--- src/logic/s2ck_pkg.sv ---
// ****************************************************************
// constants for the second port clock generator and pin one mux
// ****************************************************************
package s2ck_pkg;

   // register addresses
   localparam logic [7:0] ADDR_BITDIV_SRC   = 8'h21; // bit divider source select
   localparam logic [7:0] ADDR_BITDIV_RATIO = 8'h22; // bit divider ratio and power
   localparam logic [7:0] ADDR_WORDDIV      = 8'h23; // word divider ratio and power
   localparam logic [7:0] ADDR_CLK_OUT      = 8'h24; // output clock sources
   localparam logic [7:0] ADDR_PIN1         = 8'h3D; // pin one function

   // reset values
   localparam logic [7:0] RST_BITDIV_SRC    = 8'h01;
   localparam logic [7:0] RST_BITDIV_RATIO  = 8'h02;
   localparam logic [7:0] RST_WORDDIV       = 8'h20;
   localparam logic [7:0] RST_CLK_OUT       = 8'h33;
   localparam logic [7:0] RST_PIN1          = 8'h01;

   // writable field masks, reserved bits read as zero
   localparam logic [7:0] MASK_BITDIV_SRC   = 8'h07;
   localparam logic [7:0] MASK_DIV          = 8'hFF;
   localparam logic [7:0] MASK_CLK_OUT      = 8'h77;
   localparam logic [7:0] MASK_PIN1         = 8'h5F;

   // field positions
   localparam int POWER_BIT     = 7;  // divider power bit
   localparam int RATIO_MSB     = 6;  // divider ratio field top
   localparam int BCLKS_LSB     = 4;  // bit clock output select low bit
   localparam int WCLKS_LSB     = 0;  // word clock output select low bit
   localparam int SEL_W         = 3;  // width of clock select fields
   localparam int PIN_LEVEL_BIT = 6;  // pin one static level
   localparam int FUNC_W        = 5;  // width of pin one function

   // divide-by value used for ratio code zero
   localparam logic [7:0] RATIO_ZERO_DIV = 8'h80;

   // bit divider source codes
   localparam logic [2:0] SRC_ONCHIP_DIV = 3'h0;
   localparam logic [2:0] SRC_CONV_MOD   = 3'h1;
   localparam logic [2:0] SRC_MEAS_MOD   = 3'h3;
   localparam logic [2:0] SRC_PORT1_PIN  = 3'h4;
   localparam logic [2:0] SRC_PORT2_PIN  = 3'h6;

   // output clock source codes
   localparam logic [2:0] OUT_PORT1_DIV  = 3'h0;
   localparam logic [2:0] OUT_PORT1_CONV = 3'h1;
   localparam logic [2:0] OUT_PORT2_DIV  = 3'h3;
   localparam logic [2:0] OUT_PORT2_CONV = 3'h4;

   // pin one function codes
   localparam logic [4:0] FN_DISABLED   = 5'h00;
   localparam logic [4:0] FN_INPUT      = 5'h01;
   localparam logic [4:0] FN_LEVEL      = 5'h03;
   localparam logic [4:0] FN_SHARED     = 5'h04;
   localparam logic [4:0] FN_PDM_CLK    = 5'h05;
   localparam logic [4:0] FN_CLKOUT     = 5'h06;
   localparam logic [4:0] FN_IRQ_FIRST  = 5'h07;
   localparam logic [4:0] FN_IRQ_LAST   = 5'h0A;
   localparam logic [4:0] FN_P1_WCLK    = 5'h0C;
   localparam logic [4:0] FN_P1_BCLK    = 5'h0D;
   localparam logic [4:0] FN_P1_DOUT    = 5'h10;
   localparam logic [4:0] FN_P1_WCLK_B  = 5'h11;
   localparam logic [4:0] FN_P2_BCLK    = 5'h12;
   localparam logic [4:0] FN_P2_DOUT    = 5'h15;
   localparam logic [4:0] FN_SEC_WCLK   = 5'h1B;
   localparam logic [4:0] FN_SEC_BCLK   = 5'h1C;
   localparam logic [4:0] FN_SEC_DOUT   = 5'h1D;

   // divider power state, one-hot
   typedef enum logic [1:0] {
      S2CK_DIV_OFF = 2'b01,
      S2CK_DIV_RUN = 2'b10
   } s2ck_div_state_t;

endpackage

--- src/logic/s2ck_top.sv ---
`timescale 1ns/1ps
`default_nettype none

module s2ck_top #(
   parameter int RATIO_W = 7              // width of divider ratio fields
) (
   input  wire logic       clk_i,                      // system clock, 20 MHz
   input  wire logic       reset_i,                    // synchronous reset, active high
   // register port behind the control interface
   input  wire logic [7:0] reg_addr_i,                 // register address
   input  wire logic [7:0] reg_wdata_i,                // write data
   input  wire logic       reg_wr_i,                   // write strobe
   input  wire logic       reg_rd_i,                   // read strobe
   output logic      [7:0] reg_rdata_o,                // read data, one cycle later
   // divider source clocks
   input  wire logic       onchip_divided_clock_i,
   input  wire logic       converter_modulator_clock_i,
   input  wire logic       measurement_modulator_clock_i,
   input  wire logic       port1_bitclock_pin_i,
   input  wire logic       port2_bitclock_pin_i,
   // other clocks offered to the output selects
   input  wire logic       port1_bitdiv_clock_i,       // first port bit divider
   input  wire logic       port1_worddiv_clock_i,      // first port word divider
   input  wire logic       port1_converter_clock_i,    // first port converter clock
   input  wire logic       port2_converter_clock_i,    // second port converter clock
   // generated clocks of the second port
   output logic            port2_bitclock_out_o,
   output logic            port2_wordclock_out_o,
   // internal sources for pin one
   input  wire logic       shared_output_level_i,
   input  wire logic       pdm_clock_i,
   input  wire logic       clock_out_i,
   input  wire logic [3:0] irq_lines_i,                // irq line one in bit 0
   input  wire logic       port1_wordclock_out_i,
   input  wire logic       port1_bitclock_out_i,
   input  wire logic       port1_serial_out_i,
   input  wire logic       port2_serial_out_i,
   input  wire logic       secondary_wordclock_out_i,
   input  wire logic       secondary_bitclock_out_i,
   input  wire logic       secondary_serial_out_i,
   // pin one
   input  wire logic       pin_one_i,                  // pin level seen by input buffer
   output logic            pin_one_o,                  // pin drive level
   output logic            pin_one_oe_o,               // high while driving the pin
   output logic            pin_one_ibuf_en_o,          // input buffer powered
   output logic            pin_one_routed_o            // pin value to the input muxes
);

   // ****************************************************************
   // register file
   // ****************************************************************

   logic [7:0] bitdiv_src_reg,   bitdiv_src_next;    // source select
   logic [7:0] bitdiv_ratio_reg, bitdiv_ratio_next;  // bit divider ratio and power
   logic [7:0] worddiv_reg,      worddiv_next;       // word divider ratio and power
   logic [7:0] clk_out_reg,      clk_out_next;       // output clock sources
   logic [7:0] pin1_reg,         pin1_next;          // pin one function
   logic [7:0] rdata_reg,        rdata_next;         // read data

   // register writes and read data
   always_comb begin
      bitdiv_src_next   = bitdiv_src_reg;
      bitdiv_ratio_next = bitdiv_ratio_reg;
      worddiv_next      = worddiv_reg;
      clk_out_next      = clk_out_reg;
      pin1_next         = pin1_reg;
      rdata_next        = rdata_reg;
      if (reg_wr_i) begin
         case (reg_addr_i)
            s2ck_pkg::ADDR_BITDIV_SRC: begin
               bitdiv_src_next = reg_wdata_i & s2ck_pkg::MASK_BITDIV_SRC;
            end
            s2ck_pkg::ADDR_BITDIV_RATIO: begin
               bitdiv_ratio_next = reg_wdata_i & s2ck_pkg::MASK_DIV;
            end
            s2ck_pkg::ADDR_WORDDIV: begin
               worddiv_next = reg_wdata_i & s2ck_pkg::MASK_DIV;
            end
            s2ck_pkg::ADDR_CLK_OUT: begin
               clk_out_next = reg_wdata_i & s2ck_pkg::MASK_CLK_OUT;
            end
            s2ck_pkg::ADDR_PIN1: begin
               pin1_next = reg_wdata_i & s2ck_pkg::MASK_PIN1;
            end
            default: begin
               // unmapped address, write dropped
            end
         endcase
      end
      if (reg_rd_i) begin
         case (reg_addr_i)
            s2ck_pkg::ADDR_BITDIV_SRC:   rdata_next = bitdiv_src_reg;
            s2ck_pkg::ADDR_BITDIV_RATIO: rdata_next = bitdiv_ratio_reg;
            s2ck_pkg::ADDR_WORDDIV:      rdata_next = worddiv_reg;
            s2ck_pkg::ADDR_CLK_OUT:      rdata_next = clk_out_reg;
            s2ck_pkg::ADDR_PIN1:         rdata_next = pin1_reg;
            default:                     rdata_next = 8'h00; // unmapped reads zero
         endcase
      end
   end

   // register state
   always_ff @(posedge clk_i) begin
      if (reset_i) begin
         bitdiv_src_reg   <= s2ck_pkg::RST_BITDIV_SRC;
         bitdiv_ratio_reg <= s2ck_pkg::RST_BITDIV_RATIO;
         worddiv_reg      <= s2ck_pkg::RST_WORDDIV;
         clk_out_reg      <= s2ck_pkg::RST_CLK_OUT;
         pin1_reg         <= s2ck_pkg::RST_PIN1;
         rdata_reg        <= 8'h00;
      end else begin
         bitdiv_src_reg   <= bitdiv_src_next;
         bitdiv_ratio_reg <= bitdiv_ratio_next;
         worddiv_reg      <= worddiv_next;
         clk_out_reg      <= clk_out_next;
         pin1_reg         <= pin1_next;
         rdata_reg        <= rdata_next;
      end
   end

   assign reg_rdata_o = rdata_reg;

   // ****************************************************************
   // bit divider source select
   // ****************************************************************

   localparam int SEL_W_M1 = s2ck_pkg::SEL_W - 1; // top index of the select fields

   logic bitdiv_in; // selected bit divider input

   // reserved codes feed a quiet input
   always_comb begin
      case (bitdiv_src_reg[SEL_W_M1:0])
         s2ck_pkg::SRC_ONCHIP_DIV: bitdiv_in = onchip_divided_clock_i;
         s2ck_pkg::SRC_CONV_MOD:   bitdiv_in = converter_modulator_clock_i;
         s2ck_pkg::SRC_MEAS_MOD:   bitdiv_in = measurement_modulator_clock_i;
         s2ck_pkg::SRC_PORT1_PIN:  bitdiv_in = port1_bitclock_pin_i;
         s2ck_pkg::SRC_PORT2_PIN:  bitdiv_in = port2_bitclock_pin_i;
         default:                  bitdiv_in = 1'b0;
      endcase
   end

   // ****************************************************************
   // bit and word dividers
   // ****************************************************************

   logic               div_in    [2];  // divider inputs, word fed by bit
   logic               div_power [2];  // power bits
   logic [RATIO_W-1:0] div_ratio [2];  // ratio fields
   logic               div_out   [2];  // divided clocks

   assign div_in[0]    = bitdiv_in;
   assign div_in[1]    = div_out[0];
   assign div_power[0] = bitdiv_ratio_reg[s2ck_pkg::POWER_BIT];
   assign div_power[1] = worddiv_reg[s2ck_pkg::POWER_BIT];
   assign div_ratio[0] = bitdiv_ratio_reg[RATIO_W-1:0];
   assign div_ratio[1] = worddiv_reg[RATIO_W-1:0];

   genvar gi;
   generate
      for (gi = 0; gi < 2; gi++) begin : g_div
         s2ck_pkg::s2ck_div_state_t state_reg, state_next; // power state
         logic [RATIO_W:0] cnt_reg, cnt_next;               // input edge count
         logic             prev_reg, prev_next;             // last input level
         logic             out_reg, out_next;               // divided output
         logic [RATIO_W:0] divisor;                         // effective divide-by
         logic             rise;                            // input rising edge

         // ratio code zero divides by the top count
         assign divisor = (div_ratio[gi] == '0) ? (RATIO_W+1)'(s2ck_pkg::RATIO_ZERO_DIV)
                                                : {1'b0, div_ratio[gi]};
         assign rise    = div_in[gi] & ~prev_reg;

         // divider next state
         always_comb begin
            state_next = state_reg;
            cnt_next   = cnt_reg;
            prev_next  = div_in[gi];
            out_next   = out_reg;
            case (state_reg)
               s2ck_pkg::S2CK_DIV_OFF: begin
                  // held quiet while unpowered
                  cnt_next = '0;
                  out_next = 1'b0;
                  if (div_power[gi]) begin
                     state_next = s2ck_pkg::S2CK_DIV_RUN;
                  end
               end
               s2ck_pkg::S2CK_DIV_RUN: begin
                  if (!div_power[gi]) begin
                     // power bit cleared, stop at once
                     state_next = s2ck_pkg::S2CK_DIV_OFF;
                     cnt_next   = '0;
                     out_next   = 1'b0;
                  end else if (divisor == {{RATIO_W{1'b0}}, 1'b1}) begin
                     // divide by one passes the input through
                     out_next = div_in[gi];
                  end else if (rise) begin
                     // count input edges, wrap at the divisor
                     if (cnt_reg >= divisor - 1'b1) begin
                        cnt_next = '0;
                     end else begin
                        cnt_next = cnt_reg + 1'b1;
                     end
                     out_next = (cnt_next < (divisor >> 1));
                  end
               end
               default: begin
                  state_next = s2ck_pkg::S2CK_DIV_OFF;
                  cnt_next   = '0;
                  out_next   = 1'b0;
               end
            endcase
         end

         // divider state
         always_ff @(posedge clk_i) begin
            if (reset_i) begin
               state_reg <= s2ck_pkg::S2CK_DIV_OFF;
               cnt_reg   <= '0;
               prev_reg  <= 1'b0;
               out_reg   <= 1'b0;
            end else begin
               state_reg <= state_next;
               cnt_reg   <= cnt_next;
               prev_reg  <= prev_next;
               out_reg   <= out_next;
            end
         end

         assign div_out[gi] = out_reg;
      end
   endgenerate

   // ****************************************************************
   // output clock selects
   // ****************************************************************

   logic bclk_out_reg, bclk_out_next; // selected bit clock
   logic wclk_out_reg, wclk_out_next; // selected word clock

   // pick each port clock from its sources
   always_comb begin
      case (clk_out_reg[s2ck_pkg::BCLKS_LSB +: s2ck_pkg::SEL_W])
         s2ck_pkg::OUT_PORT1_DIV:  bclk_out_next = port1_bitdiv_clock_i;
         s2ck_pkg::OUT_PORT1_CONV: bclk_out_next = port1_converter_clock_i;
         s2ck_pkg::OUT_PORT2_DIV:  bclk_out_next = div_out[0];
         s2ck_pkg::OUT_PORT2_CONV: bclk_out_next = port2_converter_clock_i;
         default:                  bclk_out_next = 1'b0;
      endcase
      case (clk_out_reg[s2ck_pkg::WCLKS_LSB +: s2ck_pkg::SEL_W])
         s2ck_pkg::OUT_PORT1_DIV:  wclk_out_next = port1_worddiv_clock_i;
         s2ck_pkg::OUT_PORT1_CONV: wclk_out_next = port1_converter_clock_i;
         s2ck_pkg::OUT_PORT2_DIV:  wclk_out_next = div_out[1];
         s2ck_pkg::OUT_PORT2_CONV: wclk_out_next = port2_converter_clock_i;
         default:                  wclk_out_next = 1'b0;
      endcase
   end

   // output clock flops
   always_ff @(posedge clk_i) begin
      if (reset_i) begin
         bclk_out_reg <= 1'b0;
         wclk_out_reg <= 1'b0;
      end else begin
         bclk_out_reg <= bclk_out_next;
         wclk_out_reg <= wclk_out_next;
      end
   end

   assign port2_bitclock_out_o  = bclk_out_reg;
   assign port2_wordclock_out_o = wclk_out_reg;

   // ****************************************************************
   // pin one function mux
   // ****************************************************************

   logic [s2ck_pkg::FUNC_W-1:0] pin_func;              // function field
   logic                        pin_level;             // static level bit
   logic                        pin_out_reg, pin_out_next;
   logic                        pin_oe_reg,  pin_oe_next;
   logic                        pin_ibuf_reg, pin_ibuf_next;
   logic                        pin_route_reg, pin_route_next;
   logic [1:0]                  irq_idx;               // irq line index

   assign pin_func  = pin1_reg[s2ck_pkg::FUNC_W-1:0];
   assign pin_level = pin1_reg[s2ck_pkg::PIN_LEVEL_BIT];
   assign irq_idx   = 2'(pin_func - s2ck_pkg::FN_IRQ_FIRST);

   // drive, enable and routing for each function
   always_comb begin
      pin_out_next   = 1'b0;
      pin_oe_next    = 1'b1;
      pin_ibuf_next  = 1'b0;
      pin_route_next = 1'b0;
      case (pin_func)
         s2ck_pkg::FN_DISABLED: begin
            pin_oe_next = 1'b0;
         end
         s2ck_pkg::FN_INPUT: begin
            pin_oe_next    = 1'b0;
            pin_ibuf_next  = 1'b1;
            pin_route_next = pin_one_i;
         end
         s2ck_pkg::FN_LEVEL:    pin_out_next = pin_level;
         s2ck_pkg::FN_SHARED:   pin_out_next = shared_output_level_i;
         s2ck_pkg::FN_PDM_CLK:  pin_out_next = pdm_clock_i;
         s2ck_pkg::FN_CLKOUT:   pin_out_next = clock_out_i;
         s2ck_pkg::FN_P1_WCLK:  pin_out_next = port1_wordclock_out_i;
         s2ck_pkg::FN_P1_BCLK:  pin_out_next = port1_bitclock_out_i;
         s2ck_pkg::FN_P1_DOUT:  pin_out_next = port1_serial_out_i;
         s2ck_pkg::FN_P1_WCLK_B: pin_out_next = port1_wordclock_out_i;
         s2ck_pkg::FN_P2_BCLK:  pin_out_next = bclk_out_reg;
         s2ck_pkg::FN_P2_DOUT:  pin_out_next = port2_serial_out_i;
         s2ck_pkg::FN_SEC_WCLK: pin_out_next = secondary_wordclock_out_i;
         s2ck_pkg::FN_SEC_BCLK: pin_out_next = secondary_bitclock_out_i;
         s2ck_pkg::FN_SEC_DOUT: pin_out_next = secondary_serial_out_i;
         default: begin
            if (pin_func >= s2ck_pkg::FN_IRQ_FIRST && pin_func <= s2ck_pkg::FN_IRQ_LAST) begin
               pin_out_next = irq_lines_i[irq_idx];
            end else begin
               pin_oe_next = 1'b0;
            end
         end
      endcase
   end

   // pin flops
   always_ff @(posedge clk_i) begin
      if (reset_i) begin
         pin_out_reg   <= 1'b0;
         pin_oe_reg    <= 1'b0;
         pin_ibuf_reg  <= 1'b0;
         pin_route_reg <= 1'b0;
      end else begin
         pin_out_reg   <= pin_out_next;
         pin_oe_reg    <= pin_oe_next;
         pin_ibuf_reg  <= pin_ibuf_next;
         pin_route_reg <= pin_route_next;
      end
   end

   assign pin_one_o         = pin_out_reg;
   assign pin_one_oe_o      = pin_oe_reg;
   assign pin_one_ibuf_en_o = pin_ibuf_reg;
   assign pin_one_routed_o  = pin_route_reg;

endmodule

`default_nettype wire

--- config.mk ---
export PLATFORM = sky130hd
export DESIGN_NAME = s2ck_top
export DESIGN_NICKNAME = d
export VERILOG_FILES = /design/src/logic/s2ck_pkg.sv /design/src/logic/s2ck_top.sv
export SDC_FILE = /design/constraint.sdc
export NUM_CORES = 1
export LEC_CHECK = 0
export BUFFER_PORTS_ARGS = -buffer_cell sky130_fd_sc_hd__buf_2
export CAP_MARGIN = 15
export CORE_MARGIN = 5
export CORE_UTILIZATION = 45
export DETAILED_ROUTE_END_ITERATION = 7
export MAX_ROUTING_LAYER = met4
export PLACE_DENSITY = 0.75
export SYNTH_ARGS = -nofsm -noshare
export SYNTH_HDL_FRONTEND = slang
export SYNTH_SLANG_ARGS = --single-unit
--- constraint.sdc ---
create_clock -name clk_i -period 3.75 [get_ports clk_i]
set_input_delay 0.75 -clock clk_i [delete_from_list [all_inputs] [get_ports clk_i]]
set_output_delay 0.75 -clock clk_i [all_outputs]
set_load 0.1 [all_outputs]
# Word level (Yosys, flattened, before mapping)
# Cells that the tools add are included.
[op_classes] addsub=5 n_lt_le_gt_ge=7 n_eq_ne=39 muxes=33 bitwise=11 reduce_logical=24
[op_table] cell="$mux W8" n=12
[op_table] cell="$eq A8 B6 Y1 const B" n=5
[op_table] cell="$pmux W8 S5" n=1
[op_table] cell="$eq A5 B5 Y1 const B" n=7
[op_table] cell="$reduce_and A2 Y1" n=9
[op_table] cell="$add A8 B1 Y8 const B" n=2
[op_table] cell="$eq A8 B1 Y1 const B" n=2
[op_table] cell="$ge A8 B8 Y1" n=2
[op_table] cell="$lt A8 B7 Y1" n=2
[op_table] cell="$sub A8 B1 Y8 const B" n=2
[op_table] cell="$eq A5 B3 Y1 const B" n=3
[op_table] cell="$logic_not A7 Y1" n=2
[op_table] cell="$pmux W1 S13" n=1
[op_table] cell="$reduce_or A13 Y1" n=1
[op_table] cell="$eq A3 B3 Y1 const B" n=4
[op_table] cell="$eq A5 B4 Y1 const B" n=2
[op_table] cell="$eq A3 B1 Y1 const B" n=3
[op_table] cell="$eq A3 B2 Y1 const B" n=3
[op_table] cell="$logic_not A3 Y1" n=3
[op_table] cell="$not A1 Y1" n=9
[op_table] cell="$mux W1" n=8
[op_table] cell="$mux W2" n=4
[op_table] cell="$ne A2 B2 Y1 const B" n=4
[op_table] cell="$pmux W1 S4" n=2
[op_table] cell="other kinds (18)" n=26
[word_totals] reg_bits=69 input_bits=44 output_inout_bits=14 wordCells=139

# Logic depth before layout (Yosys ltp)
[logic_depth] depth_word=12 depth_mapped=18

# Least setup slack after synthesis
# Ideal clock, no wire load.
[synth_path] path_type="reg-to-reg" from="register bitdiv_ratio_reg[1]" to="register g_div[0].out_reg" setup_ns=0.061 arrival_time_ns=3.870 required_ns=3.689 setup_slack_ns=-0.180 path_stages_with_launch=18 synth_period_minus_slack_ns=3.930 path_cell_list="dfxtp_1 inv_1 ha_1 clkbuf_1 nand3_2 a2111oi_2 xnor2_1 ha_1 a41o_1 a21oi_1 o31a_2 buf_2 a21boi_0 ha_1 a2111oi_0 nand2_1 a2111oi_0 a32o_1"
[synth_via] elab_chain_len=12
[synth_lines] element="from (decl)" line="s2ck_top.sv:54" rtl="logic [7:0] bitdiv_ratio_reg, bitdiv_ratio_next;"
[synth_lines] element="from (signal assigned)" line="s2ck_top.sv:106" rtl="bitdiv_ratio_reg <= s2ck_pkg::RST_BITDIV_RATIO;"
[synth_lines] element="from (signal assigned)" line="s2ck_top.sv:113" rtl="bitdiv_ratio_reg <= bitdiv_ratio_next;"
[synth_lines] element="$logic_not A7 Y1" line="s2ck_top.sv:170" rtl="assign divisor = (div_ratio[gi] == '0) ? (RATIO_W+1)'(s2ck_pkg::RATIO_ZERO_DIV)"
[synth_lines] element="$mux W8 (*)" line="s2ck_top.sv:170"
[synth_lines] element="$sub A8 B1 Y8" line="s2ck_top.sv:200" rtl="if (cnt_reg >= divisor - 1'b1) begin"
[synth_lines] element="$ge A8 B8 Y1" line="s2ck_top.sv:200"
[synth_lines] element="$mux W8" line="s2ck_top.sv:200"
[synth_lines] element="$mux W8" line="s2ck_top.sv:198" rtl="end else if (rise) begin"
[synth_lines] element="$mux W8" line="s2ck_top.sv:195" rtl="end else if (divisor == {{RATIO_W{1'b0}}, 1'b1}) begin"
[synth_lines] element="$mux W8" line="s2ck_top.sv:190" rtl="if (!div_power[gi]) begin"
[synth_lines] element="$mux W8" line="s2ck_top.sv:180" rtl="case (state_reg)"
[synth_lines] element="$lt A8 B7 Y1" line="s2ck_top.sv:205" rtl="out_next = (cnt_next < (divisor >> 1));"
[synth_lines] element="$mux W1" line="s2ck_top.sv:198"
[synth_lines] element="$mux W1" line="s2ck_top.sv:195"
[synth_lines] element="to (signal assigned)" line="s2ck_top.sv:227" rtl="out_reg <= out_next;"
[synth_lines] element="to (decl)" line="s2ck_top.sv:165" rtl="logic out_reg, out_next;"
# Mark *: on every way between the ends. The rest lies on a longest branch, timed or not. The select of a mux whose other input is x is not followed.
# A chain may end at the register's enable or synchronous reset.

# Worst setup path in the final report
[layout_path] from="register bitdiv_ratio_reg[5]" to="register g_div[0].out_reg"
# The elaborated chain is that of the path after synthesis.

==> impl_metrics.csv <==
group,metric,value,unit
run_status,outcome,"completed",
job,maxCapViolations,0,
setup_path,timing.rr.end,"g_div[0].out_reg",
logic_synthesis,yosys_warnings,0,
placed_design,portBuffers,57,
setup_path,critPathKind,"reg -> reg",
cts,cts_root_buf,"clkbuf_8",
placed_design,dp_slack,59.21,ps
cts,clk_path_buf_depth,2,
routing,via_per_inst,5.829,
hold_path,min-delay-start,"reg_rdata_o[6]",
logic_synthesis,synthTopCellsByArea,"dfxtp_1 (30%), ha_1 (10%), mux2i_1 (4.7%)",
routing,wl_met1,5.170,mm
global_route,grt_pass1_wl,20.05,mm
logic_synthesis,ys_seq_elements,69,
logic_synthesis,syn_area,0.004644,mm^2
setup_path,cpMostUsedCell,"ha_1",
die,io_pins,58,
timing,period_needed,3576,ps
setup_path,cp.arrival,3870,ps
timing,worstMarginPinSlew,740.9,ps
logic_synthesis,yosysTopAreaCell,"dfxtp_1",
die,die_w,111.6,um
routing,met3_length,597,um
cells_and_area,largest_reg_flops,16,
die,core-area,0.01018,mm^2
timing,slew_headroom,50.60,%
logic_synthesis,yosysMostFrequentCell,"dfxtp_1",
setup_path,critical_path_required,4050,ps
routing,drc_errors,0,
pwr,p_leak,2.171,nW
pwr,total_power,1.569,mW
hold_path,min_to,"reg_rdata_o[6]",
setup_path,start_kind,"register",
global_route,antenna_found_initial,0,
global_route,grt_start_max_net_pins,41,
timing,max_freq,279.7,MHz
logic_synthesis,syn-instance-count,555,
routing,first_pass_iters,6,
placed_design,gp_congestion,0.9360,
logic_synthesis,async_flop_share,0,%
timing,whs,470.4,ps
routing,antenna_left,0,
die,die_h,111.6,um
logic_synthesis,synthFlopType,"dfxtp_1",
routing,drt_iter0_drc,231,
hold_path,whs_path_depth,2,
logic_synthesis,yosysTopAreaCellShare,29.74,%
timing,finalSetupViolations,0,
setup_path,crit_chain,"nor4_4 > nand3_4 > a2111oi_4 > xnor2_1 > ha_1 > a41o_1 > a21oi_1 > o31a_2 > buf_6 > and2_4 > ha_1 > o211ai_1 > a21oi_2 > a2111oi_2 > a32o_1",
cells_and_area,drive_above_1_share,20.54,%
die,start_util,45.60,%
die,rows,37,
logic_synthesis,avgSynthCellArea,8.368,um^2
logic_synthesis,synth-edff-count,0,
cells_and_area,area_growth,16.86,%
logic_synthesis,synth_nets,637,
timing,hold_viol_final,0,
timing,fin_worst_skew,19.20,ps
pwr,vdd_drop_max,220.2,uV
logic_synthesis,seq_area_frac_synth,29.74,%
timing,tns,0,ps
die,die_area,0.01245,mm^2
cells_and_area,diodes,0,
cells_and_area,fin_nets,705,
timing,drv_slew,0,
cells_and_area,fillers,952,
setup_path,rr_worst_depth,15,
cts,cts_hold_buf,0,
cts,cts_tree,"yes",
setup_path,end_kind,"register",
cts,cts_htree_levels,3,
setup_path,critical-path-max-stage-delay,370,ps
placed_design,place_hpwl,9.305,mm
cts,clk_latency,350,ps
setup_path,cpMaxStageDelayCell,"a2111oi_4",
global_route,track_usage,19.72,%
global_route,grt_pass1_vias,4231,
timing,setup_slack,174.1,ps
routing,wl_per_cell,16.03,um
pwr,power_density,289.1,mW/mm^2
setup_path,worstPathMaxFanout,9,
global_route,grt_overflow_total,0,
logic_synthesis,ys_types,71,
setup_path,rr_startpoint,"bitdiv_ratio_reg[5]",
setup_path,r2r_slack,170,ps
cells_and_area,final_cell_count_no_fill,764,
cts,cts_buffers,9,
timing,post-route-period-util,95.36,%
routing,num_vias,4453,
placed_design,placedCellCount,744,
hold_path,hold_path_class,"reg -> reg",
cts,cts_sinks,69,
logic_synthesis,synth_common_cells,"dfxtp_1 (69), nand2_1 (56), nor2_1 (52)",
routing,met2_length,6.192,mm
cts,clkSlewWorstSetupHoldPaths,100,ps
routing,wirelength,12.25,mm
routing,highest_layer,"met4",
power breakdown:
group | switching, mW | total (mW) | internal (mW) | leakage, nW
Clock | 0.327 | 0.712 | 0.384 | 0.115
Combinational | 0.0817 | 0.118 | 0.0365 | 1.50
Sequential | 0.00260 | 0.740 | 0.737 | 0.560
Total | 0.412 | 1.57 | 1.16 | 2.17
routing by layer:
layer / GRT usage [%] / vias up
li1: - / 2154
met1: 23.95 / 2117
met2: 33.53 / 152
met3: 2.935 / 30
met4: 6.650 / 0
met5: - / -
final cells by class:
| cell class | count | area [um^2] | share of cell area [%] |
|---|---|---|---|
| flip-flops and latches | 69 | 1386 | 25.54 |
| inverters | 33 | 123.9 | 2.282 |
| well taps | 136 | 170.2 | 3.135 |
| repair buffers | 76 | 431.7 | 7.953 |
| clock buffers | 9 | 123.9 | 2.282 |
| multi-input cells | 434 | 3088 | 56.89 |
| clock inverters | 7 | 103.9 | 1.913 |
critical path: cells and delay by family (launching register included):
| family | cells | cell delay (ps) |
|---|---|---|
| XOR/XNOR | 1 | 130 |
| flip-flops | 1 | 340 |
| adder cells (fa/ha/maj) | 2 | 540 |
| AO/OA/AOI/OAI | 8 | 1820 |
| AND/OR/NAND/NOR | 3 | 590 |
| buffers and inverters | 1 | 130 |
cell families (layout without fill, tap and decap cells):
logic type | count (synthesis) | after routing | share of synthesized area, %
flops | 69 | 69 | 29.74
mux | 24 | 24 | 5.711
simple gates | 223 | 223 | 26.10
fa+ha+maj | 38 | 38 | 10.24
compound gates | 131 | 131 | 19.64
buf+inv | 52 | 125 | 5.172
xor+xnor | 18 | 18 | 3.394
how the worst max path moves through the flow:
stage	from	to	slack [ps]	cells after the start
after floorplan	bitdiv_ratio_reg[5]	g_div[0].out_reg	8	15
after detailed placement	bitdiv_ratio_reg[3]	g_div[0].out_reg	60	14
after CTS	bitdiv_ratio_reg[3]	g_div[0].out_reg	30	14
after global placement	bitdiv_ratio_reg[3]	g_div[0].out_reg	160	14
final	bitdiv_ratio_reg[5]	g_div[0].out_reg	170	15
after global routing	worddiv_reg[1]	g_div[1].out_reg	-100	17
layout by cell type (no fill, tap or decap), types with 10 or more instances in the layout:
master and count:
o21ai_0 15, a21oi_1 40, inv_1 32, nand2_1 56, mux2i_1 22, nor2_1 52
ha_1 37, buf_4 18, xnor2_1 10, nand3_1 38, dfxtp_1 65, buf_2 57
per-stage QoR:
stage                     area (um^2)  utilization (%)
after global routing             5428            53.29
after global placement           5130            50.37
final                            5428            53.29
after detailed placement         5130            50.37
after CTS                        5358            52.60
after floorplan                  4682                -
repair_timing:
| action | in CTS | in global routing |
|---|---|---|
| buffers inserted | 0 | 4 |
| resized for setup | 0 | 14 |
| hold endpoints to repair | 0 | 0 |
| endpoints found under the setup margin | 0 | 2 |
Note: power is estimated with default switching activity, not from simulation.
